File: config.mk
export PLATFORM = sky130hd
export DESIGN_NAME = pwm_config
export DESIGN_NICKNAME = d
export VERILOG_FILES = /design/src/rtl/pwm_cfg_pkg.sv /design/src/rtl/input_sync.sv /design/src/rtl/clock_tick_gen.sv /design/src/rtl/pwm_config.sv
export SDC_FILE = /design/constraint.sdc
export NUM_CORES = 1
export LEC_CHECK = 0
export ABC_AREA = 1
export BUFFER_PORTS_ARGS = -buffer_cell sky130_fd_sc_hd__buf_2
export CAP_MARGIN = 20
export CORE_MARGIN = 2
export CORE_UTILIZATION = 60
export DETAILED_ROUTE_END_ITERATION = 10
export HOLD_SLACK_MARGIN = 0.1
export PLACE_DENSITY_LB_ADDON = 0.08
export SKIP_CTS_REPAIR_TIMING = 1
export SYNTH_ARGS = -nofsm -noshare
export SYNTH_HDL_FRONTEND = slang
export SYNTH_SLANG_ARGS = --single-unit
File: constraint.sdc
create_clock -name pclk -period 5.5 [get_ports pclk]
set_clock_uncertainty 0.05 [all_clocks]
set_input_delay 0.825 -clock pclk [delete_from_list [all_inputs] [get_ports pclk]]
set_output_delay 0.825 -clock pclk [all_outputs]
set_load 0.01 [all_outputs]
File: src/rtl/pwm_cfg_pkg.sv
// constants shared by the pwm configuration block and its helpers
// assumes byte-wide and 16-bit configuration registers carried in 32-bit apb words
package pwm_cfg_pkg;

  localparam int unsigned ADDR_W  = 8;
  localparam int unsigned DATA_W  = 32;
  localparam int unsigned REG_W   = 8;
  localparam int unsigned TB_W    = 16;
  localparam int unsigned NOUT    = 6;
  localparam int unsigned NCMP    = 4;
  localparam int unsigned BLANK_W = 8;

  // register byte addresses
  localparam logic [ADDR_W-1:0] OFS_CLOCK_SELECT_PRESCALE = 8'h00;
  localparam logic [ADDR_W-1:0] OFS_OUTPUT_ENABLE         = 8'h04;
  localparam logic [ADDR_W-1:0] OFS_OUTPUT_POLARITY       = 8'h08;
  localparam logic [ADDR_W-1:0] OFS_BLANKING_MODE         = 8'h0C;
  localparam logic [ADDR_W-1:0] OFS_RISING_BLANK_SOURCES  = 8'h10;
  localparam logic [ADDR_W-1:0] OFS_FALLING_BLANK_SOURCES = 8'h14;
  localparam logic [ADDR_W-1:0] OFS_RISING_EVENT_SOURCES  = 8'h18;
  localparam logic [ADDR_W-1:0] OFS_PHASE_VALUE           = 8'h1C;
  localparam logic [ADDR_W-1:0] OFS_PERIOD_VALUE          = 8'h20;
  localparam logic [ADDR_W-1:0] OFS_DUTY_VALUE            = 8'h24;
  localparam logic [ADDR_W-1:0] OFS_BLANK_TIME            = 8'h28;
  localparam logic [ADDR_W-1:0] OFS_TIMEBASE_CONTROL      = 8'h2C;
  localparam logic [ADDR_W-1:0] OFS_STATUS                = 8'h30;

  // implemented bits of each byte register
  localparam logic [REG_W-1:0] MASK_CLK      = 8'h33;
  localparam logic [REG_W-1:0] MASK_OEN      = 8'h3F;
  localparam logic [REG_W-1:0] MASK_OEN_TWO  = 8'h03;
  localparam logic [REG_W-1:0] MASK_POL      = 8'h7F;
  localparam logic [REG_W-1:0] MASK_POL_TWO  = 8'h43;
  localparam logic [REG_W-1:0] MASK_BLNK     = 8'h33;
  localparam logic [REG_W-1:0] MASK_BLSRC    = 8'h9E;
  localparam logic [REG_W-1:0] MASK_PHS      = 8'h9F;
  localparam logic [REG_W-1:0] MASK_TBCTRL   = 8'h01;
  localparam logic [REG_W-1:0] RESET_BYTE    = 8'h00;

  // field positions
  localparam int unsigned PRE_LSB    = 4;
  localparam int unsigned SRC_LSB    = 0;
  localparam int unsigned FEBM_LSB   = 4;
  localparam int unsigned REBM_LSB   = 0;
  localparam int unsigned POLIN_BIT  = 6;
  localparam int unsigned PIN_BIT    = 7;
  localparam int unsigned CMP_LSB    = 1;
  localparam int unsigned TB_BIT     = 0;
  localparam int unsigned PRD_TB_BIT = 0;

  typedef enum logic [1:0] {
    SRC_FOSC = 2'b00,
    SRC_PLL  = 2'b01,
    SRC_PIN  = 2'b10,
    SRC_RSVD = 2'b11
  } clk_src_t;

  typedef enum logic [1:0] {
    BLANK_NONE      = 2'b00,
    BLANK_IMMEDIATE = 2'b01,
    BLANK_RSVD2     = 2'b10,
    BLANK_RSVD3     = 2'b11
  } blank_mode_t;

endpackage

File: src/rtl/input_sync.sv
// two-flop synchroniser for a group of independent level inputs
// assumes each bit is a slow level; no bus coherence between bits
`timescale 1ns/1ps
module input_sync #(
  parameter int unsigned W = 1
) (
  input  wire logic         pclk,
  input  wire logic         presetn,
  input  wire logic [W-1:0] async_in,
  output logic      [W-1:0] sync_out
);
  logic [W-1:0] stage1;

  // first stage feeds only the second
  always_ff @(posedge pclk or negedge presetn)
  begin
    if (!presetn)
    begin
      stage1   <= '0;
      sync_out <= '0;
    end
    else
    begin
      stage1   <= async_in;
      sync_out <= stage1;
    end
  end
endmodule

File: src/rtl/clock_tick_gen.sv
// controller clock tick: picks a source tick and divides it by 1/2/4/8
// assumes pll_tick is a one-cycle pulse in pclk and ext_edge is already synchronised
`timescale 1ns/1ps
module clock_tick_gen
  import pwm_cfg_pkg::*;
(
  input  wire logic                 pclk,
  input  wire logic                 presetn,
  input  wire pwm_cfg_pkg::clk_src_t src_sel,
  input  wire logic [1:0]           pre_sel,
  input  wire logic                 pll_tick,
  input  wire logic                 ext_edge,
  output logic                      tick
);
  logic       src_tick;
  logic [2:0] div_cnt;
  logic [2:0] div_limit;

  // source choice
  always_comb
  begin
    case (src_sel)
      SRC_FOSC: src_tick = 1'b1;
      SRC_PLL:  src_tick = pll_tick;
      SRC_PIN:  src_tick = ext_edge;
      // reserved code stops the controller clock
      default:  src_tick = 1'b0;
    endcase
  end

  // divide by power of two
  assign div_limit = 3'((4'h1 << pre_sel) - 4'h1);

  always_ff @(posedge pclk or negedge presetn)
  begin
    if (!presetn)
    begin
      div_cnt <= 3'h0;
      tick    <= 1'b0;
    end
    else
    begin
      tick <= 1'b0;
      if (src_tick)
      begin
        if (div_cnt >= div_limit)
        begin
          div_cnt <= 3'h0;
          tick    <= 1'b1;
        end
        else
        begin
          div_cnt <= div_cnt + 3'h1;
        end
      end
    end
  end
endmodule

File: src/rtl/pwm_config.sv
// configuration, event sources and blanking of one switch mode pwm controller
// assumes an apb master on pclk; pins and comparator outputs are asynchronous
// Functional notes
// prescaler divides controller clock by 1/2/4/8
// source field picks fosc, pll or pin
// enable bit hands pin to pwm
// input polarity bit inverts external input
// polarity bit makes output active low
// second instance keeps only outputs a, b
// falling blank mode: none or immediate
// rising blank mode: none or immediate
// rising blank sources suppressed during interval
// falling blank sources suppressed during interval
// selected pin/comparator going true sets rise
// timebase equal phase makes rise event
// rise event sources are ored
// unimplemented bits read zero, ignore writes
// all configuration bits reset to zero
// period match resets timebase, period event
// sources edge detected on controller clock
//
// The register addresses and register access over APB were decided locally.
`timescale 1ns/1ps
module pwm_config
  import pwm_cfg_pkg::*;
#(
  parameter bit SECOND_INSTANCE = 1'b0
) (
  input  wire logic                              pclk,
  input  wire logic                              presetn,
  input  wire logic                              psel,
  input  wire logic                              penable,
  input  wire logic                              pwrite,
  input  wire logic [pwm_cfg_pkg::ADDR_W-1:0]    paddr,
  input  wire logic [pwm_cfg_pkg::DATA_W-1:0]    pwdata,
  output logic      [pwm_cfg_pkg::DATA_W-1:0]    prdata,
  output logic                                   pready,
  output logic                                   pslverr,
  input  wire logic                              pll_tick,
  input  wire logic                              ext_clock_pin,
  input  wire logic                              external_event_input,
  input  wire logic [pwm_cfg_pkg::NCMP-1:0]      comparator_sync_out,
  output logic      [pwm_cfg_pkg::NOUT-1:0]      pwm_out,
  output logic      [pwm_cfg_pkg::NOUT-1:0]      pwm_drive_en,
  output logic                                   rise_event,
  output logic                                   fall_event,
  output logic                                   period_event
);
  import pwm_cfg_pkg::*;

  localparam logic [REG_W-1:0] OEN_MASK = SECOND_INSTANCE ? MASK_OEN_TWO : MASK_OEN;
  localparam logic [REG_W-1:0] POL_MASK = SECOND_INSTANCE ? MASK_POL_TWO : MASK_POL;

  logic [REG_W-1:0]   clock_select_prescale;
  logic [REG_W-1:0]   output_enable;
  logic [REG_W-1:0]   output_polarity;
  logic [REG_W-1:0]   blanking_mode;
  logic [REG_W-1:0]   rising_blank_sources;
  logic [REG_W-1:0]   falling_blank_sources;
  logic [REG_W-1:0]   rising_event_sources;
  logic [REG_W-1:0]   timebase_control;
  logic [TB_W-1:0]    phase_value;
  logic [TB_W-1:0]    period_value;
  logic [TB_W-1:0]    duty_value;
  logic [2*BLANK_W-1:0] blank_time;

  logic [TB_W-1:0]    timebase_counter;
  logic               pwm_level;
  logic [BLANK_W-1:0] rise_blank_cnt;
  logic [BLANK_W-1:0] fall_blank_cnt;

  logic               setup_phase;
  logic               wr_strobe;
  logic [DATA_W-1:0]  next_prdata;
  logic               next_err;

  logic [2+NCMP-1:0]  raw_sync;
  logic               ext_clk_sync;
  logic               pin_sync;
  logic [NCMP-1:0]    cmp_sync;
  logic               ext_clk_prev;
  logic               ctl_tick;

  logic [REG_W-1:0]   src_now;
  logic [REG_W-1:0]   src_prev;
  logic [REG_W-1:0]   src_rise;
  logic [REG_W-1:0]   blocked;
  logic               rise_blank_on;
  logic               fall_blank_on;
  logic               next_rise;
  logic               next_fall;
  logic               next_period;

  // decoding for the error answer only; the read path decodes paddr in its own case
  function automatic logic addr_mapped(input logic [ADDR_W-1:0] a);
    case (a)
      OFS_CLOCK_SELECT_PRESCALE, OFS_OUTPUT_ENABLE, OFS_OUTPUT_POLARITY,
      OFS_BLANKING_MODE, OFS_RISING_BLANK_SOURCES, OFS_FALLING_BLANK_SOURCES,
      OFS_RISING_EVENT_SOURCES, OFS_PHASE_VALUE, OFS_PERIOD_VALUE,
      OFS_DUTY_VALUE, OFS_BLANK_TIME, OFS_TIMEBASE_CONTROL, OFS_STATUS:
        addr_mapped = 1'b1;
      default:
        addr_mapped = 1'b0;
    endcase
  endfunction

  // ---------------- apb slave ----------------
  // answer one cycle after setup so that prdata and pready come from flops
  assign setup_phase = psel && !penable;
  assign wr_strobe   = psel && penable && pready && pwrite && !pslverr;

  always_comb
  begin
    next_prdata = '0;
    case (paddr)
      OFS_CLOCK_SELECT_PRESCALE: next_prdata[REG_W-1:0] = clock_select_prescale;
      OFS_OUTPUT_ENABLE:         next_prdata[REG_W-1:0] = output_enable;
      OFS_OUTPUT_POLARITY:       next_prdata[REG_W-1:0] = output_polarity;
      OFS_BLANKING_MODE:         next_prdata[REG_W-1:0] = blanking_mode;
      OFS_RISING_BLANK_SOURCES:  next_prdata[REG_W-1:0] = rising_blank_sources;
      OFS_FALLING_BLANK_SOURCES: next_prdata[REG_W-1:0] = falling_blank_sources;
      OFS_RISING_EVENT_SOURCES:  next_prdata[REG_W-1:0] = rising_event_sources;
      OFS_TIMEBASE_CONTROL:      next_prdata[REG_W-1:0] = timebase_control;
      OFS_PHASE_VALUE:           next_prdata[TB_W-1:0]  = phase_value;
      OFS_PERIOD_VALUE:          next_prdata[TB_W-1:0]  = period_value;
      OFS_DUTY_VALUE:            next_prdata[TB_W-1:0]  = duty_value;
      OFS_BLANK_TIME:            next_prdata[2*BLANK_W-1:0] = blank_time;
      OFS_STATUS:                next_prdata = {15'h0000, pwm_level, timebase_counter};
      default:                   next_prdata = '0;
    endcase
    next_err = !addr_mapped(paddr);
  end

  always_ff @(posedge pclk or negedge presetn)
  begin
    if (!presetn)
    begin
      pready  <= 1'b0;
      pslverr <= 1'b0;
      prdata  <= '0;
    end
    else
    begin
      pready  <= setup_phase;
      pslverr <= setup_phase && next_err;
      if (setup_phase && !pwrite)
        prdata <= next_prdata;
    end
  end

  // writes keep only implemented bits
  // every configuration bit clears on reset
  always_ff @(posedge pclk or negedge presetn)
  begin
    if (!presetn)
    begin
      clock_select_prescale <= RESET_BYTE;
      output_enable         <= RESET_BYTE;
      output_polarity       <= RESET_BYTE;
      blanking_mode         <= RESET_BYTE;
      rising_blank_sources  <= RESET_BYTE;
      falling_blank_sources <= RESET_BYTE;
      rising_event_sources  <= RESET_BYTE;
      timebase_control      <= RESET_BYTE;
      phase_value           <= '0;
      period_value          <= '0;
      duty_value            <= '0;
      blank_time            <= '0;
    end
    else if (wr_strobe)
    begin
      case (paddr)
        OFS_CLOCK_SELECT_PRESCALE: clock_select_prescale <= pwdata[REG_W-1:0] & MASK_CLK;
        // c through f absent on second instance
        OFS_OUTPUT_ENABLE:         output_enable   <= pwdata[REG_W-1:0] & OEN_MASK;
        OFS_OUTPUT_POLARITY:       output_polarity <= pwdata[REG_W-1:0] & POL_MASK;
        OFS_BLANKING_MODE:         blanking_mode   <= pwdata[REG_W-1:0] & MASK_BLNK;
        OFS_RISING_BLANK_SOURCES:  rising_blank_sources  <= pwdata[REG_W-1:0] & MASK_BLSRC;
        OFS_FALLING_BLANK_SOURCES: falling_blank_sources <= pwdata[REG_W-1:0] & MASK_BLSRC;
        OFS_RISING_EVENT_SOURCES:  rising_event_sources  <= pwdata[REG_W-1:0] & MASK_PHS;
        OFS_TIMEBASE_CONTROL:      timebase_control <= pwdata[REG_W-1:0] & MASK_TBCTRL;
        OFS_PHASE_VALUE:           phase_value  <= pwdata[TB_W-1:0];
        OFS_PERIOD_VALUE:          period_value <= pwdata[TB_W-1:0];
        OFS_DUTY_VALUE:            duty_value   <= pwdata[TB_W-1:0];
        OFS_BLANK_TIME:            blank_time   <= pwdata[2*BLANK_W-1:0];
        default:                   ;
      endcase
    end
  end

  // ---------------- pins in, controller clock ----------------
  input_sync #(
    .W (2 + NCMP)
  ) u_sync (
    .pclk     (pclk),
    .presetn  (presetn),
    .async_in ({ext_clock_pin, external_event_input, comparator_sync_out}),
    .sync_out (raw_sync)
  );

  assign ext_clk_sync = raw_sync[NCMP+1];
  assign cmp_sync     = raw_sync[NCMP-1:0];
  // active-low pin when polarity bit set
  assign pin_sync     = raw_sync[NCMP] ^ output_polarity[POLIN_BIT];

  always_ff @(posedge pclk or negedge presetn)
  begin
    if (!presetn)
      ext_clk_prev <= 1'b0;
    else
      ext_clk_prev <= ext_clk_sync;
  end

  clock_tick_gen u_tick (
    .pclk     (pclk),
    .presetn  (presetn),
    .src_sel  (clk_src_t'(clock_select_prescale[SRC_LSB +: 2])),
    .pre_sel  (clock_select_prescale[PRE_LSB +: 2]),
    .pll_tick (pll_tick),
    .ext_edge (ext_clk_sync && !ext_clk_prev),
    .tick     (ctl_tick)
  );

  // ---------------- event sources ----------------
  // sources laid out in the same bit order as the source registers
  always_comb
  begin
    src_now = '0;
    src_now[PIN_BIT] = pin_sync;
    src_now[CMP_LSB +: NCMP] = cmp_sync;
  end

  // edge taken between controller clock ticks
  always_ff @(posedge pclk or negedge presetn)
  begin
    if (!presetn)
      src_prev <= '0;
    else if (ctl_tick)
      src_prev <= src_now;
  end

  assign src_rise = src_now & ~src_prev;

  // reserved rising codes act as no blanking
  assign rise_blank_on = (blank_mode_t'(blanking_mode[REBM_LSB +: 2]) == BLANK_IMMEDIATE)
                         && (rise_blank_cnt != '0);
  // reserved falling codes act as no blanking
  assign fall_blank_on = (blank_mode_t'(blanking_mode[FEBM_LSB +: 2]) == BLANK_IMMEDIATE)
                         && (fall_blank_cnt != '0);

  // rising interval masks its sources
  // falling interval masks its sources
  assign blocked = (rise_blank_on ? rising_blank_sources : '0)
                 | (fall_blank_on ? falling_blank_sources : '0);

  always_comb
  begin
    // gated source transitions
    // all sources ored
    next_rise = |(src_rise & rising_event_sources & ~blocked & MASK_BLSRC);
    // timebase match with phase
    if (rising_event_sources[TB_BIT] && (timebase_counter == phase_value))
      next_rise = 1'b1;
    next_rise   = next_rise && ctl_tick;
    // period match when selected
    next_period = ctl_tick && timebase_control[PRD_TB_BIT]
                  && (timebase_counter == period_value);
    next_fall   = ctl_tick && (timebase_counter == duty_value) && !next_rise;
  end

  // timebase restarts on period event
  always_ff @(posedge pclk or negedge presetn)
  begin
    if (!presetn)
      timebase_counter <= '0;
    else if (next_period)
      timebase_counter <= '0;
    else if (ctl_tick)
      timebase_counter <= timebase_counter + 16'h0001;
  end

  // blanking windows open on the edge they guard and count controller ticks
  always_ff @(posedge pclk or negedge presetn)
  begin
    if (!presetn)
    begin
      rise_blank_cnt <= '0;
      fall_blank_cnt <= '0;
    end
    else
    begin
      if (next_rise)
        rise_blank_cnt <= blank_time[BLANK_W-1:0];
      else if (ctl_tick && rise_blank_cnt != '0)
        rise_blank_cnt <= rise_blank_cnt - 8'h01;
      if (next_fall || next_period)
        fall_blank_cnt <= blank_time[2*BLANK_W-1:BLANK_W];
      else if (ctl_tick && fall_blank_cnt != '0)
        fall_blank_cnt <= fall_blank_cnt - 8'h01;
    end
  end

  // raw pwm level: rise wins over a coincident fall or period end
  always_ff @(posedge pclk or negedge presetn)
  begin
    if (!presetn)
      pwm_level <= 1'b0;
    else if (next_rise)
      pwm_level <= 1'b1;
    else if (next_fall || next_period)
      pwm_level <= 1'b0;
  end

  always_ff @(posedge pclk or negedge presetn)
  begin
    if (!presetn)
    begin
      rise_event   <= 1'b0;
      fall_event   <= 1'b0;
      period_event <= 1'b0;
    end
    else
    begin
      rise_event   <= next_rise;
      fall_event   <= next_fall;
      period_event <= next_period;
    end
  end

  // ---------------- pins out ----------------
  genvar gi;
  generate
    for (gi = 0; gi < NOUT; gi++)
    begin : g_out
      always_ff @(posedge pclk or negedge presetn)
      begin
        if (!presetn)
        begin
          pwm_out[gi]      <= 1'b0;
          pwm_drive_en[gi] <= 1'b0;
        end
        else
        begin
          // polarity inverts the active level
          pwm_out[gi]      <= pwm_level ^ output_polarity[gi];
          // enable hands pin to pwm
          pwm_drive_en[gi] <= output_enable[gi];
        end
      end
    end
  endgenerate

endmodule

-- After elaboration in Yosys (flattened, before gate mapping)
Memory sizes are Yosys's and may differ from the RTL's.
Cells that the tools add are included.
- flip-flop bits (word level): 206
- ROM bits: 64
- input bits: 52
- output and inout port bits: 49
- logic and storage cells: 146
- memories: 1
- add/sub/neg operators: 5
- order comparisons: 1
- eq/ne operators: 19
- shift-type cells: 1
- muxes and demuxes: 19
- bitwise logic cells: 13
- reductions and logical operators: 47
- memories (name ; words ; width ; read ports ; clocked after memory_dff ; wr ports ; RTL line ; source):
    (name not given) ; 64 ; 1 ; 1 ; 0 ; 0 ; pwm_config.sv:96 ; case (a)
- operators by type and width (operator ; count):
    case mux 8 bit (13 select lines) ; 1
    == test 16 bit ; 3
    two-way mux 8 bit ; 6
    == test 8 x 6 -> 1 bit (second input constant) ; 5
    case mux 8 bit (5 select lines) ; 1
    == test 8 x 5 -> 1 bit (second input constant) ; 4
    two-way mux 16 bit ; 2
    bitwise AND 8 bit ; 3
    AND reduction 2 bit ; 12
    logical AND 1 bit ; 18
    adder 16 x 1 -> 16 bit (second input constant) ; 1
    == test 8 x 4 -> 1 bit (second input constant) ; 2
    NOT 8 bit ; 2
    nonzero test 8 bit ; 2
    subtractor 8 x 1 -> 8 bit (second input constant) ; 2
    == test 8 x 3 -> 1 bit (second input constant) ; 1
    zero test 8 bit ; 1
    bitwise OR 8 bit ; 1
    nonzero test 2 bit ; 4
    two-way mux 1 bit ; 7
    bitwise XOR 1 bit ; 7
    == test 2 x 1 -> 1 bit (second input constant) ; 3
    zero test 1 bit ; 6
    OR reduction 5 bit ; 1
    other kinds (9) ; 10

-- Logic depth before layout (Yosys ltp)
Gate-level depths: netlist of run 1.
- depth after elaboration: 14
- mapped depth: 14
- mapped depth without buffers: 14

-- By module
A second synthesis of run 1 with hierarchy kept.
- cells, all modules: 1223
- area total of the unflattened synthesis: 9689.3 um^2
- modules (own cells, without submodules) (module ; instances ; cells each ; area an instance (um^2)):
    pwm_config ; 1 ; 1175 ; 9093.7
    input_sync ; 1 ; 12 ; 300.3
    clock_tick_gen ; 1 ; 36 ; 295.3

-- Worst setup path after synthesis of run 1
Ideal clock, no wire load.
- kind: input to register
- start: input port paddr[6] (netlist bit)
- end: register output_polarity[4]
- setup time: 0.133 ns
- arrival time: 1.913 ns
- slack: 3.404 ns
- cell stages on the path: 9
- buffers on the path: 1
- cell sequence: inv_1 > nand2_1 > nor3_1 > nand2_1 > inv_1 > nand2_1 > buf_2 > nand2_1 > o21ai_0
- longest elaborated chain between the ends: 2
- RTL lines (what ; RTL line ; source):
    from (decl) ; pwm_config.sv:34 ; input wire logic [pwm_cfg_pkg::ADDR_W-1:0] paddr,
    == test 8 x 4 -> 1 bit ; pwm_config.sv:172 ; case (paddr)
    AND reduction 2 bit (no source line) ; - ;
    to (signal assigned) ; pwm_config.sv:176 ; OFS_OUTPUT_POLARITY: output_polarity <= pwdata[REG_W-1:0] & POL_MASK;
    to (decl) ; pwm_config.sv:56 ; logic [REG_W-1:0] output_polarity;
No other way between the ends.
A chain may end at the register's enable or synchronous reset.

-- Worst setup path after layout of run 1
- start: input port paddr[0] (netlist bit)
- end: register period_value[12]
- longest elaborated chain between the ends: 2
- RTL lines (what ; RTL line ; source):
    == test 8 x 6 -> 1 bit ; pwm_config.sv:172 ;
    AND reduction 2 bit (no source line) ; - ;
    to (signal assigned) ; pwm_config.sv:183 ; OFS_PERIOD_VALUE: period_value <= pwdata[TB_W-1:0];
    to (decl) ; pwm_config.sv:63 ; logic [TB_W-1:0] period_value;
No other way between the ends.

==> results of run 1 <==
placed cells by master (no fill, tap or decap), drive strengths merged, types with 5 or more instances in the layout:
cell,netlist,final
o22ai,8,8
inv,137,143
xnor2,12,12
dfrtp,191,191
a211oi,6,6
nor3,27,27
ha,7,7
nand4,26,26
nand3,70,70
xor2,23,23
nor2,81,81
nor4,10,10
a221oi,11,11
nand2,352,352
a21oi,24,24
conb,1,15
clkbuf,24,18
clkinv,0,5
o21ai,147,147
buf,23,74
layer usage:
layer | part of all wire (%) | track usage (%) | up-vias
met5 | 0 | 0 | -
met4 | 2.3 | 10.1 | 0
met3 | 10 | 6.87 | 48
met2 | 44 | 50.1 | 448
met1 | 44 | 49.9 | 4053
li1 | - | - | 4072
worst max path at each step:
stage,from,end,slack (ns)
final,paddr[0],period_value[12],2.63
after global routing,paddr[0],period_value[13],2.48
after CTS,paddr[0],period_value[1],2.78
after detailed placement,paddr[6],period_value[12],2.30
after global placement,paddr[6],period_value[3],2.38
after floorplan,paddr[6],output_polarity[4],3.40
cell type report:
class                   count  area (um^2)
repair buffers             75          399
flip-flops and latches    191         4780
multi-input cells         851         4210
clock inverters            15          179
well taps                 216          270
inverters                 137          514
clock buffers              17          425
fillers                  1333         5050
power by group:
part           total (mW)  internal (mW)  switching [mW]
registers            1.64           1.52           0.124
clock network        1.28          0.687           0.593
logic               0.743          0.280           0.464
total                3.66           2.48            1.18
sequential cells by signal, summed over array words and instances (netlist names), 7 cells and up:
register,cells
fall_blank_cnt,8
phase_value,16
prdata,17
rise_blank_cnt,8
blank_time,16
period_value,16
output_polarity,7
timebase_counter,16
duty_value,16
critical path: stages:
cell,delay [ns]
buf_2,0.09
inv_1,0.06
nand2_1,0.15
nor3_2,0.31
nand2_2,0.27
inv_2,0.29
nand2_1,0.70
o21ai_0,0.44
cells by family (layout without fill, tap and decap cells):
group / after synthesis / in the layout / share of synthesized area [%]
and+or+nand+nor: 577 / 577 / 26.0
AOI/OAI and AO/OA: 217 / 217 / 12.7
DFF: 191 / 191 / 49.2
buffers and inverters: 184 / 244 / 7.97
xor gates and xnor gates: 35 / 35 / 3.23
adders and majority gates: 7 / 7 / 0.902
other: 1 / 15 / 0.0386
==> key figures, run 1 <==
Synth
  – Mean Syn Cell Area: approximately 8 um^2
  – Largest area contributor in the netlist: dfrtp_1
  – Register bit total from synthesis: around 190
  – Count leader, synth: nand2_1
  – Distinct cells, synth: 49
  – Synthesized instance count: approximately 1.2k
  – Asr flop ratio synth: 100%
  – Commonest cells post-synth: nand2_1, dfrtp_1, o21ai_0
  – Most used DFF post-synth: dfrtp_1
  – Number of synthesized flops with an enable pin: 0
  – Synth top area share: about half
  – Top area cells in the synthesized netlist: dfrtp_1, nand2_1, o21ai_0
  – Synth Cell Area: approximately 9700 um^2
  – Synth Warn #: 0
  – Register area share after synthesis: between 40% and 50%

Placement
  – Final Wtd Congestion: ~1
  – Area post-placement: 10,200 um^2
  – DP Worst Slack: 2.30 ns
  – Post-placement cell count: approximately 1.5k
  – Port Buf Inserts: approximately 70
  – Hpwl dp: 20,000 um

Pwr
  – PwrDens: around 340 nW/um^2
  – Worst vdd ir: approximately 0.24 mV
  – Pleak: ~5.4 nW
  – Final Power: ~3.7 mW

Routing
  – Vias per Instance: roughly 5.7
  – WL final: 28,000 um
  – WL/cell: around 19 um
  – Via count: roughly 8.6k
  – DRT Pass-1 Iters: 5
  – Starting DRT DRC Count: 1,021
  – # DRC: 0
  – ANT nets after route: 0

Worst hold path
  – Hold depth: 0
  – Worst Hold End: u_sync.sync_out[2]
  – Hold path start: u_sync.stage1[2]
  – Worst Hold Class: reg2reg

Worst setup path
  – FF-to-FF setup slack: 3.05 ns
  – Critical path class: in2reg
  – Reg-to-Reg End: fall_blank_cnt[0]
  – Worst path arrival time: around 3.2 ns
  – Crit Path Max Fanout: 32
  – Critical Path RT: 5.78 ns
  – CP endpoint kind: flop
  – FF-to-FF path depth: 14
  – RR Startpoint: fall_blank_cnt[0]
  – Crit start category: primary input

Layout
  – Finished Layout Cells: ~1.5k
  – Total Nets Final: 1,332
  – Final instance area: approximately 11,000 um^2
  – Area grow syn2layout: 11.0%
  – N_diodes: 0
  – Layout cells sized above 1: approximately 11%
  – Fin util: 68.1%

Global routing
  – Largest net degree at the start of global routing: between 90 and 100
  – Initial antenna violation count: 0
  – Global-route wire length before repair: approximately 45,000 um
  – Tot GR Track Use: roughly a third
  – Vias in the first global route: between 8k and 9k
  – Overflow after GRT: 0

Flow run
  – Max Cap Viol: 0

Clocking
  – CTS sink cnt: approximately 190
  – Clock Pin Slew Worst Setup and Hold Paths: about 0.08 ns
  – CTS Buf Count: 17
  – CTS tree: yes
  – H-tree depth: 4
  – Root Buffer: clkbuf_16
  – Max Buffers Root-to-Sink: 2
  – Worst-Skew Late Latency: ~0.44 ns

Status
  – Outcome: finished clean

STA
  – Final Cycle Share: 52.2%
  – Max_slew headroom: between 20% and 30%
  – Hold Vio Cnt, Final: 0
  – TNS Setup: 0 ns
  – Slew at the pin closest to its max-slew limit: between 1 and 1.5 ns
  – Hold Slack: a little over 0.3 ns
  – Final setup violation count: 0
  – Max Clk Rate: roughly 350 MHz
  – Min Tclk post-route: 2.87 ns
  – Setup ws final: ~2.6 ns
  – RSZ-0062 raised after global routing: no
  – Pins Over Slew Limit: 0

Die
  – Die area: approximately 17,000 um^2
  – Rows: 46
  – Die X: about 130 um
  – Number of I/O pins: 101
  – Starting Density: between 60% and 70%
  – Core ar.: between 15,000 and 20,000 um^2
  – Chip Height: between 100 and 150 um
Note: power is estimated with default switching activity, not from simulation.
==> run 2: changes to the inputs <==
Settings changed: ABC_AREA 1 to 0, CORE_UTILIZATION 60 to 53.
Clock period 5.5 ns to 2.35 ns, I/O delays scaled along.
==> key figures, run 2 <==
Synth
  – Commonest cells post-synth: dfrtp_1, mux2_2, nor2_1
  – Synth Warn #: 0
  – Synth Area in XOR/XNOR: between 7 and 8%
  – Synthesized instance count: between 700 and 800
  – Largest area contributor in the netlist: dfrtp_1
  – Synth Cell Area: 9020 um^2
  – Register area share after synthesis: between 50% and 60%
  – Adder-cell area share of the yosys netlist: less than 1%
  – Synth Area in Compound Gates: 8.39%
  – Count leader, synth: dfrtp_1
  – Post-synthesis mux area share: between 10% and 20%
  – Simple-Gate Fraction of Synth Area: between 10% and 20%
  – Largest family of logic cells by synthesized area: multiplexers
  – Most used DFF post-synth: dfrtp_1
  – Register bit total from synthesis: between 150 and 200
  – Number of synthesized flops with an enable pin: 0
  – Synth top area share: 53.0%
  – Mean Syn Cell Area: about 12 um^2
  – Distinct cells, synth: 54
  – Asr flop ratio synth: between 90% and 100%
  – Top area cells in the synthesized netlist: dfrtp_1, mux2_2, xnor2_1

Routing
  – ANT nets after route: 0
  – WL final: ~25,000 um
  – Via count: around 6.7k
  – WL/cell: about 22 um
  – Vias per Instance: ~5.9
  – DRT Pass-1 Iters: 9
  – Starting DRT DRC Count: ~570
  – # DRC: 0

Pwr
  – Final Power: 8.60 mW
  – Clk pwr share: roughly 32%
  – PwrDens: between 700 and 800 nW/um^2
  – Worst vdd ir: around 0.59 mV
  – Pleak: between 5 and 6 nW
  – Switching Share: between 30% and 40%
  – Net Switching: approximately 2.6 mW
  – Logic gate share of total power: between 20% and 30%
  – Flop pwr share: 44.9%
  – Pint: 6.00 mW

Layout
  – Area grow syn2layout: 21.9%
  – Layout cells sized above 1: between 30% and 40%
  – Filler cell count: around 1.3k
  – N_diodes: 0
  – Biggest register: prdata
  – Max reg flops: 17
  – Finished Layout Cells: roughly 1.1k
  – Commonest non-fill, non-tap cell in the layout: dfrtp_1
  – Multi-input gate area: ~4000 um^2
  – Storage cell area: between 4000 and 5000 um^2
  – Total Nets Final: approximately 970
  – Commonest cells after routing, fill and taps aside: dfrtp_1, mux2_2, buf_4

STA
  – Slew at the pin closest to its max-slew limit: between 0.6 and 0.7 ns
  – Final setup violation count: 18
  – Max_slew headroom: between 50% and 60%
  – Pins Over Slew Limit: 0
  – Max Clk Rate: ~380 MHz
  – TNS Setup: -4.13 ns
  – Final Cycle Share: 112%
  – RSZ-0062 raised after global routing: yes
  – Min Tclk post-route: approximately 2.6 ns
  – Setup ws final: -0.270 ns
  – Hold Vio Cnt, Final: 0

Global routing
  – Overflow after GRT: 0
  – Vias in the first global route: 7,116
  – Initial antenna violation count: 0
  – Global-route wire length before repair: approximately 40,000 um
  – Largest net degree at the start of global routing: 66
  – Tot GR Track Use: 28.9%

Placement
  – Hpwl dp: 18,200 um
  – Final Wtd Congestion: 0.925
  – Post-placement cell count: around 1.1k
  – Port Buf Inserts: between 60 and 70

Worst setup path
  – Crit Path Max Fanout: 8
  – Worst path arrival time: 2.90 ns
  – Critical path class: reg2reg
  – Critical Path RT: around 2.6 ns
  – CP endpoint kind: flop
  – Crit start category: flop

Die
  – Rows: 47
  – Starting Density: 54.2%
  – Die X: around 130 um
  – Number of I/O pins: 101
  – Die area: roughly 18,000 um^2
  – Core ar.: roughly 17,000 um^2
  – Chip Height: 134 um

Clocking
  – CTS tree: yes
  – CTS sink cnt: 191
  – Root Buffer: clkbuf_16
  – Max Buffers Root-to-Sink: 2
  – H-tree depth: 4
  – Clock Pin Slew Worst Setup and Hold Paths: around 0.07 ns
  – Worst-Skew Late Latency: about 0.45 ns
  – CTS Buf Count: 17

Status
  – Outcome: complete, but fails checks
  – Violated checks: setup timing

Worst hold path
  – Worst Hold Class: in2reg

Flow run
  – Max Cap Viol: 0
run 2: worst paths after layout:
path / from / to / slack [ns] / cells past startpoint
max in group asynchronous: presetn / phase_value[11] / 1.09 / 3
worst max-delay path: rise_blank_cnt[1] / fall_blank_cnt[4] / -0.27 / 10
min in group asynchronous: presetn / blank_time[10] / 0.41 / 2
worst min-delay path: pwrite / prdata[16] / 0.14 / 3
worst max register to register: rise_blank_cnt[1] / fall_blank_cnt[4] / -0.27 / 10
worst min register to register: u_sync.stage1[0] / u_sync.sync_out[0] / 0.30 / 0
run 2: power groups by stage:
stage               logic (mW)  clock network [mW]  registers, mW
finish                    1.95                2.78           3.86
floorplan                 1.12                   0           3.86
CTS                       1.83                2.81           3.85
global route              2.11                2.96           3.89
detailed placement        1.82                   0           3.90
global placement          1.73                   0           3.89
run 2: layout make-up:
| type | count | share of cell area (%) |
|---|---|---|
| repair buffers | 173 | 11.0 |
| multi-input cells | 508 | 37.4 |
| inverters | 15 | 0.512 |
| well taps | 220 | 2.50 |
| flip-flops and latches | 191 | 43.4 |
| clock buffers | 18 | 3.99 |
| clock inverters | 14 | 1.09 |
run 2: critical path, cell delays in order, from the launching register on:
cell and delay (ns):
dfrtp_1 0.40, inv_2 0.09, ha_4 0.14, nor3b_4 0.27
a21oi_4 0.13, buf_4 0.16, a211oi_2 0.34, a22oi_1 0.18
nand4_4 0.17, o21ba_4 0.26, mux2_4 0.32
run 2: cell families (layout without fill, tap and decap cells):
family                   count (synthesis)  count (layout)
other                                    1              15
multiplexers                           122             122
AND/OR/NAND/NOR                        182             182
adder cells (fa/ha/maj)                  7               7
flip-flops                             191             191
XOR/XNOR                                82              82
buffers and inverters                   70             220
AO/OA/AOI/OAI                          100             100
run 2: per-layer routing:
| metal | wire length (um) | vias to the layer above | track usage, % |
|---|---|---|---|
| met5 | 0 | - | 0 |
| met4 | 807 | 0 | 11.9 |
| met3 | 1240 | 50 | 6.01 |
| met2 | 12200 | 239 | 47.2 |
| met1 | 10700 | 3425 | 37.7 |
| li1 | - | 2994 | - |
run 2: metrics by stage:
stage	hold WS, ns	setup slack [ns]	util, %	instance area (um^2)
final	0.144	-0.270	66.1	11000
after global routing	0.144	-0.322	66.1	11000
after CTS	-0.132	-0.379	64.9	10800
after detailed placement	0.286	-0.364	61.5	10200
after global placement	0.281	-0.264	61.5	10200
after floorplan	0.00691	-0.215	-	9130
==> run 3: changes to the inputs <==
Clock period 2.35 ns to 2.18 ns, I/O delays scaled along.
==> key figures, run 3 (synthesized netlist as in run 2, its figures left out) <==
Worst hold path
  – Worst Hold Class: in2reg
  – Hold depth: 3
  – Hold path start: pwrite
  – Worst Hold End: prdata[16]

Worst setup path
  – Reg-to-Reg End: fall_blank_cnt[1]
  – Slowest CP cell: or4_1
  – Crit path max-delay family: simple AND/OR/NAND/NOR gates
  – CP endpoint kind: flop
  – Crit Path Max Fanout: 8
  – FF-to-FF path depth: 6
  – CP startpoint: period_value[8]
  – Critical path class: reg2reg
  – RR Startpoint: period_value[8]
  – Max incr delay on CP: 0.54 ns
  – WP buf/inv: 0
  – Worst path arrival time: ~2.9 ns
  – Crit start category: flop
  – FF-to-FF setup slack: -0.41 ns
  – Critical Path RT: 2.45 ns
  – CP cell instances: xor2_1 > or4_1 > or4b_4 > nor3_4 > o21ba_4 > mux2_4

Flow run
  – Max Cap Viol: 0

Routing
  – WL final: around 26,000 um
  – WL/cell: about 22 um
  – Vias per Instance: just under 6
  – Via count: around 6.9k
  – # DRC: 0
  – DRT Pass-1 Iters: 5
  – Starting DRT DRC Count: 589
  – ANT nets after route: 0

Pwr
  – Switching Share: 30.3%
  – Pint: around 6.7 mW
  – Net Switching: 2.93 mW
  – Clk pwr share: 33.7%
  – Pleak: around 5.5 nW
  – PwrDens: 855 nW/um^2
  – Worst vdd ir: roughly 0.65 mV
  – Flop pwr share: 42.8%
  – Logic gate share of total power: about a quarter

Placement
  – Final Wtd Congestion: 0.958
  – Hpwl dp: 18,400 um
  – Post-placement cell count: between 1k and 1.5k
  – Port Buf Inserts: 69
  – Area post-placement: about 10,000 um^2

STA
  – TNS Setup: -5.94 ns
  – Final setup violation count: 18
  – Slew at the pin closest to its max-slew limit: between 0.6 and 0.7 ns
  – Final Cycle Share: 119%
  – Setup ws final: -0.414 ns
  – Hold Slack: ~0.13 ns
  – Max_slew headroom: a little under three fifths
  – RSZ-0062 raised after global routing: yes
  – Max Clk Rate: between 300 and 400 MHz
  – Hold Vio Cnt, Final: 0
  – Pins Over Slew Limit: 0
  – Min Tclk post-route: ~2.6 ns

Clocking
  – CTS Buf Count: 17
  – H-tree depth: 4
  – CTS sink cnt: about 190
  – Root Buffer: clkbuf_16
  – Clock Pin Slew Worst Setup and Hold Paths: around 0.080 ns
  – CTS tree: yes
  – Max Buffers Root-to-Sink: 2
  – Worst-Skew Late Latency: approximately 0.44 ns

Layout
  – Final instance area: 11,300 um^2
  – N_diodes: 0
  – Finished Layout Cells: between 1k and 1.5k
  – Commonest cells after routing, fill and taps aside: dfrtp_1, buf_4, mux2_2
  – Total Nets Final: approximately 990
  – Biggest register: prdata
  – Max reg flops: 17
  – Commonest non-fill, non-tap cell in the layout: dfrtp_1
  – Layout cells sized above 1: 39.6%
  – Area grow syn2layout: 25.3%

Global routing
  – M2 GR Usage: between 40% and 50%
  – Met1 usage: about 39%
  – Grt peak-use layer: met2
  – Overflow after GRT: 0
  – Global-route wire length before repair: roughly 40,000 um
  – Vias in the first global route: 7,002
  – Initial antenna violation count: 0
  – Largest net degree at the start of global routing: between 50 and 60
  – Tot GR Track Use: 29.3%
  – Met3 usage: 5.48%

Status
  – Violated checks: setup timing
  – Outcome: complete, but fails checks

Die
  – Chip Height: around 130 um
  – Core ar.: ~17,000 um^2
  – Rows: 47
  – Starting Density: roughly 54%
  – Die X: approximately 130 um
  – Die area: 18,100 um^2
  – Number of I/O pins: 101
[run 3: cell types whose count changed in the layout (fill, tap and decap cells not counted), moves of 2 or more]
cell        before  now
a21oi_2          0    2
buf_4           90  116
clkinv_8         0    6
clkinvlp_4       3    0
inv_6            6    2
inv_8            2    5
nor2_1          56   54
nor2_2           1    3
[run 3: power groups by stage]
stage	Combinational, mW	Sequential [mW]	Clock, mW
6_report	2.28	4.14	3.26
5_1_grt	2.48	4.17	3.45
4_1_cts	2.13	4.12	3.30
3_5_place_dp	2.12	4.19	0
3_3_place_gp	2.02	4.17	0
2_1_floorplan	1.21	4.16	0
[run 3: worst max-delay path by stage]
| stage | endpoint | slack [ns] | cells past startpoint |
|---|---|---|---|
| floorplan | fall_blank_cnt[0] | -0.39 | 8 |
| global placement | rise_blank_cnt[2] | -0.52 | 9 |
| detailed placement | rise_blank_cnt[3] | -0.57 | 9 |
| CTS | rise_blank_cnt[3] | -0.59 | 9 |
| global route | fall_blank_cnt[1] | -0.48 | 6 |
| finish | fall_blank_cnt[1] | -0.41 | 6 |
[run 3: worst min-delay path, cell delays in order]
cell and delay, ns:
buf_2 0.11, o21ai_0 0.09, nand2_1 0.06
[run 3: layer usage]
metal	share of wire [%]	wire (um)	up-vias
met5	0	0	-
met4	2.2	560	0
met3	5.5	1410	36
met2	50	12700	276
met1	42	10800	3514
li1	-	-	3045
[run 3: area by class of cell]
cell class              instances  area, um^2
fillers                      1225        5340
clock buffers                  17         425
inverters                      15        56.3
flip-flops and latches        191        4780
multi-input cells             508        4120
well taps                     220         275
repair buffers                201        1440
clock inverters                15         210
[run 3: stage by stage]
step           power (mW)  setup slack, ns  util [%]
4_1_cts              9.55           -0.590      66.7
5_1_grt              10.1           -0.482      67.9
3_5_place_dp         6.30           -0.573      62.9
6_report             9.67           -0.414      67.9
2_1_floorplan        5.37           -0.385         -
3_3_place_gp         6.19           -0.517      62.9
